[config.mk]
export PLATFORM = sky130hd
export DESIGN_NAME = cache_tlb_test_hooks
export DESIGN_NICKNAME = d
export VERILOG_FILES = /design/src/hdl/test_hooks_pkg.sv /design/src/hdl/plru_tree.sv /design/src/hdl/tlb_way_match.sv /design/src/hdl/cache_tlb_test_hooks.sv
export SDC_FILE = /design/constraint.sdc
export NUM_CORES = 2
export LEC_CHECK = 0
export BUFFER_PORTS_ARGS = -buffer_cell sky130_fd_sc_hd__buf_2
export CAP_MARGIN = 5
export CORE_ASPECT_RATIO = 2
export CORE_UTILIZATION = 55
export CTS_CLUSTER_DIAMETER = 80
export DETAILED_ROUTE_END_ITERATION = 16
export PLACE_DENSITY = 0.81
export SLEW_MARGIN = 40
export SYNTH_ARGS = -nofsm -noshare
export SYNTH_HDL_FRONTEND = slang
export SYNTH_SLANG_ARGS = --single-unit
export TNS_END_PERCENT = 10
[constraint.sdc]
create_clock -name clk_in -period 56.5 [get_ports clk_in]
set_clock_uncertainty 0.2 [all_clocks]
set_input_delay 5.65 -clock clk_in [delete_from_list [all_inputs] [get_ports clk_in]]
set_output_delay 5.65 -clock clk_in [all_outputs]
set_load 0.02 [all_outputs]
[src/hdl/test_hooks_pkg.sv]
// constants shared by the cache and tlb test hook block
package test_hooks_pkg;
    // test register selects carried by the register-move port
    localparam logic [2:0] SEL_CACHE_DATA  = 3'h3;
    localparam logic [2:0] SEL_CACHE_STAT  = 3'h4;
    localparam logic [2:0] SEL_CACHE_CTRL  = 3'h5;
    localparam logic [2:0] SEL_TLB_CMD     = 3'h6;
    localparam logic [2:0] SEL_TLB_DATA    = 3'h7;
    // cache control test register fields
    localparam int         CTRL_CODE_LSB   = 0;
    localparam int         CTRL_ENTRY_LSB  = 2;
    localparam int         CTRL_SET_LSB    = 4;
    localparam int         CACHE_SET_W     = 7;
    localparam logic [1:0] CODE_BUFFER     = 2'h0;
    localparam logic [1:0] CODE_WRITE      = 2'h1;
    localparam logic [1:0] CODE_READ       = 2'h2;
    localparam logic [1:0] CODE_FLUSH      = 2'h3;
    // cache status test register fields
    localparam int         STAT_TAG_LSB    = 11;
    localparam int         STAT_VALID_BIT  = 10;
    localparam int         STAT_LRU_LSB    = 7;
    localparam int         STAT_SETV_LSB   = 3;
    localparam int         CACHE_TAG_W     = 21;
    // tlb command test register fields
    localparam int         CMD_LIN_LSB     = 12;
    localparam int         CMD_TAG_LSB     = 15;
    localparam int         CMD_V_BIT       = 11;
    localparam int         CMD_D_BIT       = 10;
    localparam int         CMD_DN_BIT      = 9;
    localparam int         CMD_U_BIT       = 8;
    localparam int         CMD_UN_BIT      = 7;
    localparam int         CMD_W_BIT       = 6;
    localparam int         CMD_WN_BIT      = 5;
    localparam int         CMD_OP_BIT      = 0;
    // tlb data test register fields
    localparam int         DATA_PHYS_LSB   = 10;
    localparam int         DATA_LRU_LSB    = 7;
    localparam int         DATA_HIT_BIT    = 4;
    localparam int         DATA_WAY_LSB    = 2;
    // tlb geometry
    localparam int         TLB_WAYS        = 4;
    localparam int         TLB_SETS        = 8;
    localparam int         TLB_DATA_W      = 22;
    localparam int         TLB_LTAG_W      = 17;
    localparam int         TLB_TAG_W       = 21;
    // stored tag layout: linear tag above valid, dirty, user, write
    localparam int         TAG_V_BIT       = 3;
    localparam int         TAG_D_BIT       = 2;
    localparam int         TAG_U_BIT       = 1;
    localparam int         TAG_W_BIT       = 0;
    localparam logic [31:0] REG_RESET      = 32'h0000_0000;
endpackage

[src/hdl/plru_tree.sv]
// three-bit pseudo-lru victim choice and most-recent update
module plru_tree (
    // current set state
    input  wire logic [2:0] lru_in,
    input  wire logic [1:0] way_in,
    // results
    output logic      [1:0] victim_out,
    output logic      [2:0] lru_out
);
    // bit 0 picks the pair, bit 1 ways 0/1, bit 2 ways 2/3
    always_comb
    begin
        victim_out = lru_in[0] ? {1'b1, lru_in[2]} : {1'b0, lru_in[1]};
        lru_out    = lru_in;
        unique case (way_in)
            2'h0:
            begin
                lru_out[0] = 1'b1;
                lru_out[1] = 1'b1;
            end
            2'h1:
            begin
                lru_out[0] = 1'b1;
                lru_out[1] = 1'b0;
            end
            2'h2:
            begin
                lru_out[0] = 1'b0;
                lru_out[2] = 1'b1;
            end
            2'h3:
            begin
                lru_out[0] = 1'b0;
                lru_out[2] = 1'b0;
            end
        endcase
    end
endmodule // plru_tree

[src/hdl/tlb_way_match.sv]
// compare one tlb way against a lookup with forced protection matches
module tlb_way_match (
    // stored entry
    input  wire logic [20:0] tag_in,
    // lookup command
    input  wire logic [16:0] ltag_in,
    input  wire logic        valid_in,
    input  wire logic [5:0]  pairs_in,
    // result
    output logic             hit_out
);
    function automatic logic pair_ok(input logic [1:0] code, input logic stored);
        unique case (code)
            2'h0:    pair_ok = 1'b0;
            2'h1:    pair_ok = !stored;
            2'h2:    pair_ok = stored;
            default: pair_ok = 1'b1;
        endcase
    endfunction

    always_comb
    begin
        hit_out = (tag_in[20:4] == ltag_in)
                  && (tag_in[test_hooks_pkg::TAG_V_BIT] == valid_in)
                  && pair_ok(pairs_in[5:4], tag_in[test_hooks_pkg::TAG_D_BIT])
                  && pair_ok(pairs_in[3:2], tag_in[test_hooks_pkg::TAG_U_BIT])
                  && pair_ok(pairs_in[1:0], tag_in[test_hooks_pkg::TAG_W_BIT]);
    end
endmodule // tlb_way_match

[src/hdl/cache_tlb_test_hooks.sv]
// cache read-back, cache flush and tlb write/lookup test registers
////////////////////////////////////////////////////////////////////////////////
// Notes on behaviour
// - control code 10 reads the selected set and entry into the read buffer.
// - that read loads status with entry tag, valid, set lru and set valids.
// - that read fills the read buffer with the 128-bit data line.
// - with code 00, a data register read returns the entry-selected buffer word.
// - code 11 flushes: lru and valids cleared, tags and data kept.
// - a test-register flush runs no external flush bus cycle.
// - tlb is 4-way, 32 entries, eight sets.
// - tlb data entry is 20-bit physical page plus two page attributes.
// - tlb tag entry is 17-bit linear tag plus four protection bits.
// - one three-bit pseudo-lru state per tlb set, same as cache.
// - each command register write starts one tlb write or lookup.
// - command holds linear address 31:12, protection 11:5, operation bit 0.
// - low three linear bits pick the set, upper 17 form the tag.
// - operation bit 0 means write, 1 means lookup.
// - data register holds physical 31:12, attributes 11:10, lru 9:7, way 3:2.
// - on write, data bit 4 picks way: 0 pseudo-lru, 1 bits 3:2.
// - lookup sets data bit 4 to hit; hit reports page, attributes, lru, way.
// - writes and lookup hits make the touched entry most recently used.
// - on write, pair 01 stores 0 and pair 10 stores 1.
// - on lookup, pairs 00 miss, 01 match 0, 10 match 1, 11 any.
// - the data register lru field is ignored by test writes.
// - reported lru is the state before this lookup's update.
module cache_tlb_test_hooks (
    // clock and reset
    input  wire logic         clk_in,
    input  wire logic         rst_in,
    // register-move port
    input  wire logic         reg_wr_in,
    input  wire logic         reg_rd_in,
    input  wire logic [2:0]   reg_sel_in,
    input  wire logic [31:0]  reg_wdata_in,
    output logic      [31:0]  reg_rdata_out,
    output logic              reg_rvalid_out,
    // cache array read and flush
    output logic              cache_rd_out,
    output logic      [6:0]   cache_set_out,
    output logic      [1:0]   cache_entry_out,
    output logic              cache_flush_out,
    input  wire logic [127:0] cache_data_in,
    input  wire logic [20:0]  cache_tag_in,
    input  wire logic         cache_valid_in,
    input  wire logic [2:0]   cache_set_lru_in,
    input  wire logic [3:0]   cache_set_valid_in
);
    localparam int WAYS = test_hooks_pkg::TLB_WAYS;
    localparam int SETS = test_hooks_pkg::TLB_SETS;

    // the tree and the two-bit way fields only serve four ways of eight sets
    if (WAYS != 4 || SETS != 8)
    begin : g_geom_check
        $error("tlb geometry not supported");
    end

    typedef struct packed {
        logic [31:0]                                        ctrl;
        logic [31:0]                                        stat;
        logic [127:0]                                       rbuf;
        logic [31:0]                                        cmd;
        logic [31:0]                                        data;
        logic [WAYS-1:0][SETS-1:0][test_hooks_pkg::TLB_DATA_W-1:0] tdata;
        logic [WAYS-1:0][SETS-1:0][test_hooks_pkg::TLB_TAG_W-1:0]  ttag;
        logic [SETS-1:0][2:0]                               lru;
        logic                                               rd_pend;
        logic                                               flush;
        logic [31:0]                                        rdata;
        logic                                               rvalid;
    } state_t;

    state_t s_q;
    state_t s_d;

    ////////////////////////////////////////////////////////////////////////////
    // decode of the word being written
    logic        ctrl_wr;
    logic        cmd_wr;
    logic        data_rd;
    logic [1:0]  code;
    logic [2:0]  set_idx;
    logic [16:0] ltag;
    logic        op_lookup;
    logic [5:0]  pairs;
    logic [20:0] wr_tag;

    always_comb
    begin
        ctrl_wr   = reg_wr_in && (reg_sel_in == test_hooks_pkg::SEL_CACHE_CTRL);
        cmd_wr    = reg_wr_in && (reg_sel_in == test_hooks_pkg::SEL_TLB_CMD);
        data_rd   = reg_rd_in && (reg_sel_in == test_hooks_pkg::SEL_CACHE_DATA);
        code      = reg_wdata_in[test_hooks_pkg::CTRL_CODE_LSB +: 2];
        set_idx   = reg_wdata_in[test_hooks_pkg::CMD_LIN_LSB +: 3];
        ltag      = reg_wdata_in[test_hooks_pkg::CMD_TAG_LSB +: 17];
        op_lookup = reg_wdata_in[test_hooks_pkg::CMD_OP_BIT];
        pairs     = reg_wdata_in[test_hooks_pkg::CMD_WN_BIT +: 6];
        // write stores the B half of each pair: 01 gives 0, 10 gives 1
        wr_tag    = {ltag,
                     reg_wdata_in[test_hooks_pkg::CMD_V_BIT],
                     reg_wdata_in[test_hooks_pkg::CMD_D_BIT],
                     reg_wdata_in[test_hooks_pkg::CMD_U_BIT],
                     reg_wdata_in[test_hooks_pkg::CMD_W_BIT]};
    end

    ////////////////////////////////////////////////////////////////////////////
    // tlb way compare and replacement
    logic [WAYS-1:0] way_hit;
    logic            hit;
    logic [1:0]      hit_way;
    logic [1:0]      victim;
    logic [1:0]      wr_way;
    logic [1:0]      touch_way;
    logic [2:0]      lru_new;
    logic [2:0]      lru_old;

    for (genvar w = 0; w < WAYS; w++)
    begin : g_way
        tlb_way_match u_match (
            .tag_in   (s_q.ttag[w][set_idx]),
            .ltag_in  (ltag),
            .valid_in (reg_wdata_in[test_hooks_pkg::CMD_V_BIT]),
            .pairs_in (pairs),
            .hit_out  (way_hit[w])
        );
    end

    // a linear address held twice in one set is reported as a miss
    always_comb
    begin
        hit     = ($countones(way_hit) == 1);
        hit_way = 2'h0;
        for (int w = WAYS - 1; w >= 0; w--)
        begin
            if (way_hit[w])
                hit_way = 2'(w);
        end
        lru_old   = s_q.lru[set_idx];
        wr_way    = s_q.data[test_hooks_pkg::DATA_HIT_BIT]
                    ? s_q.data[test_hooks_pkg::DATA_WAY_LSB +: 2] : victim;
        touch_way = op_lookup ? hit_way : wr_way;
    end

    plru_tree u_plru (
        .lru_in     (lru_old),
        .way_in     (touch_way),
        .victim_out (victim),
        .lru_out    (lru_new)
    );

    ////////////////////////////////////////////////////////////////////////////
    // next state
    always_comb
    begin
        s_d         = s_q;
        s_d.rd_pend = 1'b0;
        s_d.flush   = 1'b0;
        s_d.rvalid  = 1'b0;
        if (reg_wr_in)
        begin
            unique case (reg_sel_in)
                test_hooks_pkg::SEL_CACHE_STAT: s_d.stat = reg_wdata_in;
                test_hooks_pkg::SEL_TLB_DATA:   s_d.data = reg_wdata_in;
                default: ;
            endcase
        end
        if (ctrl_wr)
        begin
            s_d.ctrl    = reg_wdata_in;
            s_d.rd_pend = (code == test_hooks_pkg::CODE_READ);
            // flush is an internal strobe only; no bus cycle is requested
            s_d.flush   = (code == test_hooks_pkg::CODE_FLUSH);
        end
        // the array answers in the cycle the read strobe is high
        if (s_q.rd_pend)
        begin
            s_d.rbuf = cache_data_in;
            s_d.stat = {cache_tag_in, cache_valid_in, cache_set_lru_in,
                        cache_set_valid_in, 3'h0};
        end
        if (cmd_wr)
        begin
            s_d.cmd = reg_wdata_in;
            if (!op_lookup)
            begin
                // data lru field plays no part here
                s_d.tdata[wr_way][set_idx] =
                    s_q.data[31:test_hooks_pkg::DATA_PHYS_LSB];
                s_d.ttag[wr_way][set_idx]  = wr_tag;
                s_d.lru[set_idx]           = lru_new;
            end
            else
            begin
                s_d.data[test_hooks_pkg::DATA_HIT_BIT] = hit;
                if (hit)
                begin
                    s_d.data[31:test_hooks_pkg::DATA_PHYS_LSB] =
                        s_q.tdata[hit_way][set_idx];
                    s_d.data[test_hooks_pkg::DATA_LRU_LSB +: 3] = lru_old;
                    s_d.data[test_hooks_pkg::DATA_WAY_LSB +: 2] = hit_way;
                    s_d.lru[set_idx] = lru_new;
                end
            end
        end
        if (reg_rd_in)
        begin
            s_d.rvalid = 1'b1;
            unique case (reg_sel_in)
                test_hooks_pkg::SEL_CACHE_DATA:
                    s_d.rdata = (s_q.ctrl[1:0] == test_hooks_pkg::CODE_BUFFER)
                        ? s_q.rbuf[32*s_q.ctrl[test_hooks_pkg::CTRL_ENTRY_LSB +: 2] +: 32]
                        : 32'h0000_0000;
                test_hooks_pkg::SEL_CACHE_STAT: s_d.rdata = s_q.stat;
                test_hooks_pkg::SEL_CACHE_CTRL: s_d.rdata = s_q.ctrl;
                test_hooks_pkg::SEL_TLB_CMD:    s_d.rdata = s_q.cmd;
                test_hooks_pkg::SEL_TLB_DATA:   s_d.rdata = s_q.data;
                default:                        s_d.rdata = 32'h0000_0000;
            endcase
        end
    end

    always_ff @(posedge clk_in or posedge rst_in)
    begin
        if (rst_in)
            s_q <= '0;
        else
            s_q <= s_d;
    end

    ////////////////////////////////////////////////////////////////////////////
    // outputs
    always_comb
    begin
        reg_rdata_out   = s_q.rdata;
        reg_rvalid_out  = s_q.rvalid;
        cache_rd_out    = s_q.rd_pend;
        cache_set_out   = s_q.ctrl[test_hooks_pkg::CTRL_SET_LSB +: 7];
        cache_entry_out = s_q.ctrl[test_hooks_pkg::CTRL_ENTRY_LSB +: 2];
        cache_flush_out = s_q.flush;
    end
endmodule // cache_tlb_test_hooks

Word-level counts from Yosys, hierarchy flattened
Index checks and enable logic that the tools add are counted.
Widths: inputs -> output; s select.
{ "word_totals": {"regBits": 1691, "elab_cells": 229} }
{ "op_classes": {"n_addsub": 3, "magnitude_cmp": 5, "eq_ne": 26, "shifts": 1, "mux": 66, "bitwise": 1, "reduce_logical": 45} }
{ "ops": {"columns": ["op", "n"], "rows": [
  ["$bwmux 704", 1],
  ["$bwmux 672", 1],
  ["$bmux 176 s2", 1],
  ["$demux 176 s2", 1],
  ["$mux 176", 2],
  ["$demux 168 s2", 1],
  ["$bmux 21 s3", 4],
  ["$mux 168", 1],
  ["$mux 160", 1],
  ["$mux 32", 5],
  ["$pmux 32 s5", 1],
  ["$shiftx 128x8->32", 1],
  ["$mux 21", 5],
  ["$mux 25", 3],
  ["$eq 17x17->1", 4],
  ["$bmux 22 s3", 1],
  ["$demux 22 s3", 1],
  ["$demux 21 s3", 1],
  ["$mux 24", 2],
  ["$mux 22", 2],
  ["$pmux 1 s3", 12],
  ["$bwmux 24", 1],
  ["$logic_and 1x1->1", 20],
  ["$mux 2", 9],
  ["other kinds (24)", 66]
]} }

Longest topological paths before layout
{ "logic_depth": {"ltp_word": 18, "mapped_depth": 27, "mapped_depth_nobuf": 20} }

By module
Synthesis repeated with hierarchy kept, for this count alone.
{ "hier_totals": {"cells_unflattened": 5839, "area_unflattened_um2": 77013.9} }
{ "by_module_without_submodules": {"columns": ["mod", "n_inst", "cells_per_inst", "area_each_um2", "seq_area_each_um2"], "rows": [
  ["cache_tlb_test_hooks", 1, 5720, 76021.7, 42315.6],
  ["tlb_way_match", 4, 28, 236.5, 0.0],
  ["plru_tree", 1, 7, 46.3, 0.0]
]} }

Least setup slack after synthesis
Ideal clock, no wire load.
{ "synth_path": {"path_kind": "input -> register", "from": "in reg_wdata_in[12]", "to": "reg s_q[1466] (netlist bit)", "setup_ns": 0.139, "t_arrival_ns": 10.574, "required_ns": 56.161, "path_slack_ns": 45.587, "cell_stages": 26, "n_path_buf": 7, "cell_sequence": "buf_4 buf_6 buf_4 nor2_1 buf_2 buf_2 a22oi_1 nand3b_1 nand4_1 or3_1 nor4_1 and2_1 inv_1 fa_1 inv_1 ha_1 ha_1 nor2_1 nand2_1 or2_2 clkbuf_1 clkbuf_1 a31oi_1 nand4_1 nor4b_1 a32oi_1"} }
{ "synth_rtl": {"columns": ["element", "line", "source"], "rows": [
  ["start: declaration", "cache_tlb_test_hooks.sv:34", "input wire logic [31:0] reg_wdata_in,"],
  ["end signal: assignment", "cache_tlb_test_hooks.sv:224", "s_q <= '0;"],
  ["end signal: assignment", "cache_tlb_test_hooks.sv:226", "s_q <= s_d;"],
  ["end: declaration", "cache_tlb_test_hooks.sv:72", "state_t s_q;"]
]} }

==> results by group <==
Clock tree
  – Setup bufs post-CTS: 0
  – CTS tree: done
  – CTS Sinks: 1691
  – Num CTS Buffers: 150
  – H-tree lvl count: 4
  – Hold-fix buffers, CTS: 0
  – Max clock buf depth: 4
  – CTS root buffer: clkbuf_16
  – Post-cts resize count: 0
  – Worst-skew pair later-pin latency: ~860 ps
  – Clk pin slew, worst setup/hold paths: approximately 70 ps

Min path
  – Hold Crit Endpoint: s_q[493]
  – HP Class: reg -> reg
  – Hold Path Depth: 2
  – Hold Startpoint: s_q[493]

Setup path
  – Critical path buffer and inverter count: 8
  – Flop2flop setup slack: 49000 ps
  – Arrival @ worst endpoint: 14320 ps
  – CP endpoint kind: flop
  – Crit path max-delay cell type: and2_0
  – Largest delay share family, worst path: buffers and inverters
  – R2R depth: 22
  – Critical path data required time: 56950 ps
  – Crit path kind: in -> reg
  – Worst flop-to-flop path endpoint: s_q[1445]
  – RR Startpoint: s_q[147]
  – Slowest cell delay on critical path: 690 ps
  – CP max FO: 48
  – Crit-path most repeated cell: buf_4
  – Critical Path Source Type: input pin

Final layout
  – Fillers: 10526
  – Area grow syn2layout: 10.13%
  – Total Nets Final: 6403
  – Final core utilization: 61.13%
  – Share of cells above drive strength 1: 37.79%
  – Final cell count without fillers: 8201

Power and ir drop
  – Design Power: 2.690 mW
  – PwrDens: ~31 nW/µm²
  – Maximum VDD drop: 29.06 µV
  – P_leak: 41.44 nW

Routing
  – Drc violations: 0
  – Vias per cell: 6.937
  – WL final: 270.6 mm
  – Post-DRT Antenna Nets: 0
  – Via count: 56892
  – WL/cell: around 33 µm
  – DR pass1 iterations: 7
  – Initial DRC count: between 6000 and 7000

Place
  – Placer Congestion: 1.000
  – Port Buffers: approximately 240
  – Post-DP HPWL: between 150 and 200 mm
  – Inst Count DP: 7922

STA
  – Post-route minimum period: about 14000 ps
  – Fmax: approximately 72 MHz
  – Max transition margin: a little over a third
  – Fin crit share: between 20% and 30%
  – Final Setup Violations: 0
  – Final Max Tran Viols: 0
  – RSZ-0062 raised after global routing: false
  – Worst-margin pin slew: 971.2 ps
  – Final TNS setup: 0 ps
  – Final hold vios: 0
  – WHS: 281.2 ps

Synthesis
  – Yosys reg bits: between 1500 and 2000
  – Top-area cell type share of the netlist area: 53.87%
  – Most frequent cells after synthesis: 1691 x dfrtp_1, 1518 x mux2_2, 448 x nand2_1, 387 x clkbuf_1, 258 x o21ai_0
  – Post-synth top area cell: dfrtp_1
  – Ys Warns: 0
  – Synth top area cells: dfrtp_1 54%, mux2_2 22%, mux2i_1 2.9%, mux4_2 2.4%, nand2_1 2.1%
  – Average cell area after synthesis: 12.55 µm²
  – Synthesized instance count: 6260
  – Most used flip-flop cell after synthesis: dfrtp_1
  – Mapped cell area: 78560 µm²
  – Post-synthesis sequential area ratio: 53.87%
  – FFs w/ async S/R, synth: 100.0%
  – Syn_nets: approximately 6500
  – Post-synth EDFFs: 0
  – Most frequent cell after synthesis: dfrtp_1
  – Yosys cell types: 96

Global routing
  – Grt total ovfl: 0
  – Initial antenna violation count: 28
  – Global-route wire length before repair: 395.7 mm
  – Number of global-route vias before repair: 59567
  – Tot GR Track Use: between 30% and 40%
  – Largest net degree at the start of global routing: between 100 and 150

Floorplanning
  – Die ar.: 144400 µm²
  – Starting Density: a little under three fifths
  – Num rows: between 150 and 200
  – Die height: 536.5 µm
  – Area of the core: 141500 µm²
  – Die Wd: approximately 270 µm
  – I/O pin cnt: 240

Status
  – Outcome: completed

Flow run
  – Max_cap viols: 0
## routing by layer
metal,vias to the layer above,GRT usage [%],wire (µm)
met3,1492,9.347,24990
met5,-,0,62
met4,10,35.11,30620
met1,29181,40.38,86640
met2,3597,60.79,128300
li1,22612,-,-
## sequential cells by signal, summed over array words and instances (netlist names)
| name | cells |
|---|---|
| cache_set_out | 7 |
| cache_entry_out | 2 |
| cache_rd_out | 1 |
| reg_rvalid_out | 1 |
| reg_rdata_out | 32 |
| s_q | 1647 |
| cache_flush_out | 1 |
## placed cells by master (no fill, tap or decap), types with 20 or more instances in the layout
| master | Yosys | final |
|---|---|---|
| clkbuf_8 | 0 | 37 |
| and2_1 | 21 | 20 |
| a221oi_1 | 49 | 48 |
| nor2_1 | 138 | 118 |
| o22ai_1 | 86 | 86 |
| clkbuf_1 | 387 | 20 |
| or3_1 | 26 | 26 |
| mux4_2 | 83 | 83 |
| a22o_1 | 42 | 42 |
| mux2_2 | 1518 | 1518 |
| nor3_1 | 72 | 70 |
| buf_4 | 74 | 133 |
| nand2_1 | 448 | 442 |
| nand3_1 | 73 | 57 |
| diode_2 | 0 | 22 |
| and3_1 | 33 | 33 |
| dfrtp_1 | 1691 | 1681 |
| o211ai_1 | 33 | 33 |
| o221ai_1 | 41 | 40 |
| clkbuf_16 | 0 | 153 |
| buf_2 | 85 | 236 |
| buf_6 | 7 | 27 |
| clkinv_2 | 0 | 28 |
| o21ai_0 | 258 | 258 |
| nor4_1 | 41 | 40 |
| o22a_1 | 29 | 29 |
| inv_1 | 62 | 58 |
| a221o_1 | 48 | 47 |
| mux2i_1 | 224 | 223 |
| a31oi_1 | 35 | 31 |
| a22oi_1 | 73 | 73 |
| a21oi_1 | 183 | 178 |
## through the flow
step | area (µm²) | setup WS [ps]
after global routing | 86500 | 42370
after CTS | 86320 | 42940
after floorplan | 78560 | 2922
final | 86510 | 42630
after global placement | 81110 | 42160
after detailed placement | 81400 | 42140
## power breakdown
| group | internal (mW) | switching [mW] |
|---|---|---|
| logic | 0.110 | 0.173 |
| registers | 1.28 | 0.0671 |
| clock network | 0.591 | 0.466 |
## worst max-delay path by stage
stage	from	to	slack (ps)	depth (start not counted)
final	reg_wdata_in[12]	s_q[1445]	42630	26
after global routing	reg_wdata_in[12]	s_q[1463]	42370	26
after CTS	reg_wdata_in[12]	s_q[1445]	42940	26
after detailed placement	reg_wdata_in[12]	s_q[1445]	42140	26
after global placement	reg_wdata_in[12]	s_q[1445]	42160	26
after floorplan	rst_in	cache_entry_out[0]	2920	1
## logic make-up (layout without fill, tap and decap cells)
family | count (synthesis) | in the layout | share of synthesized area, %
xor+xnor | 38 | 38 | 0.4237
compound gates | 1021 | 1021 | 8.731
fa+ha+maj | 3 | 3 | 0.05733
buf+inv | 683 | 731 | 3.819
other cells | 0 | 22 | 0
simple gates | 998 | 998 | 6.089
flops | 1691 | 1691 | 53.87
mux | 1826 | 1826 | 27.01
## area by class of cell
class                   count  area [µm²]  area share [%]
diodes                     22       55.05         0.06364
inverters                  64       252.7          0.2921
clock buffers             206        4358           5.037
flip-flops and latches   1691       42340           48.94
clock inverters            50       559.3          0.6465
multi-input cells        3886       33850           39.13
repair buffers            411        2751           3.180
well taps                1871        2341           2.706
## worst register-to-register path, delay by kind of cell, from the launching register on
family / cells / cell delay, ps
and+or+nand+nor: 10 / 3080
adders and majority gates: 3 / 1110
AOI/OAI and AO/OA: 4 / 1070
buffers and inverters: 4 / 1230
DFF: 1 / 400
muxes: 1 / 210
No activity file was read; power rests on OpenSTA's default activity.
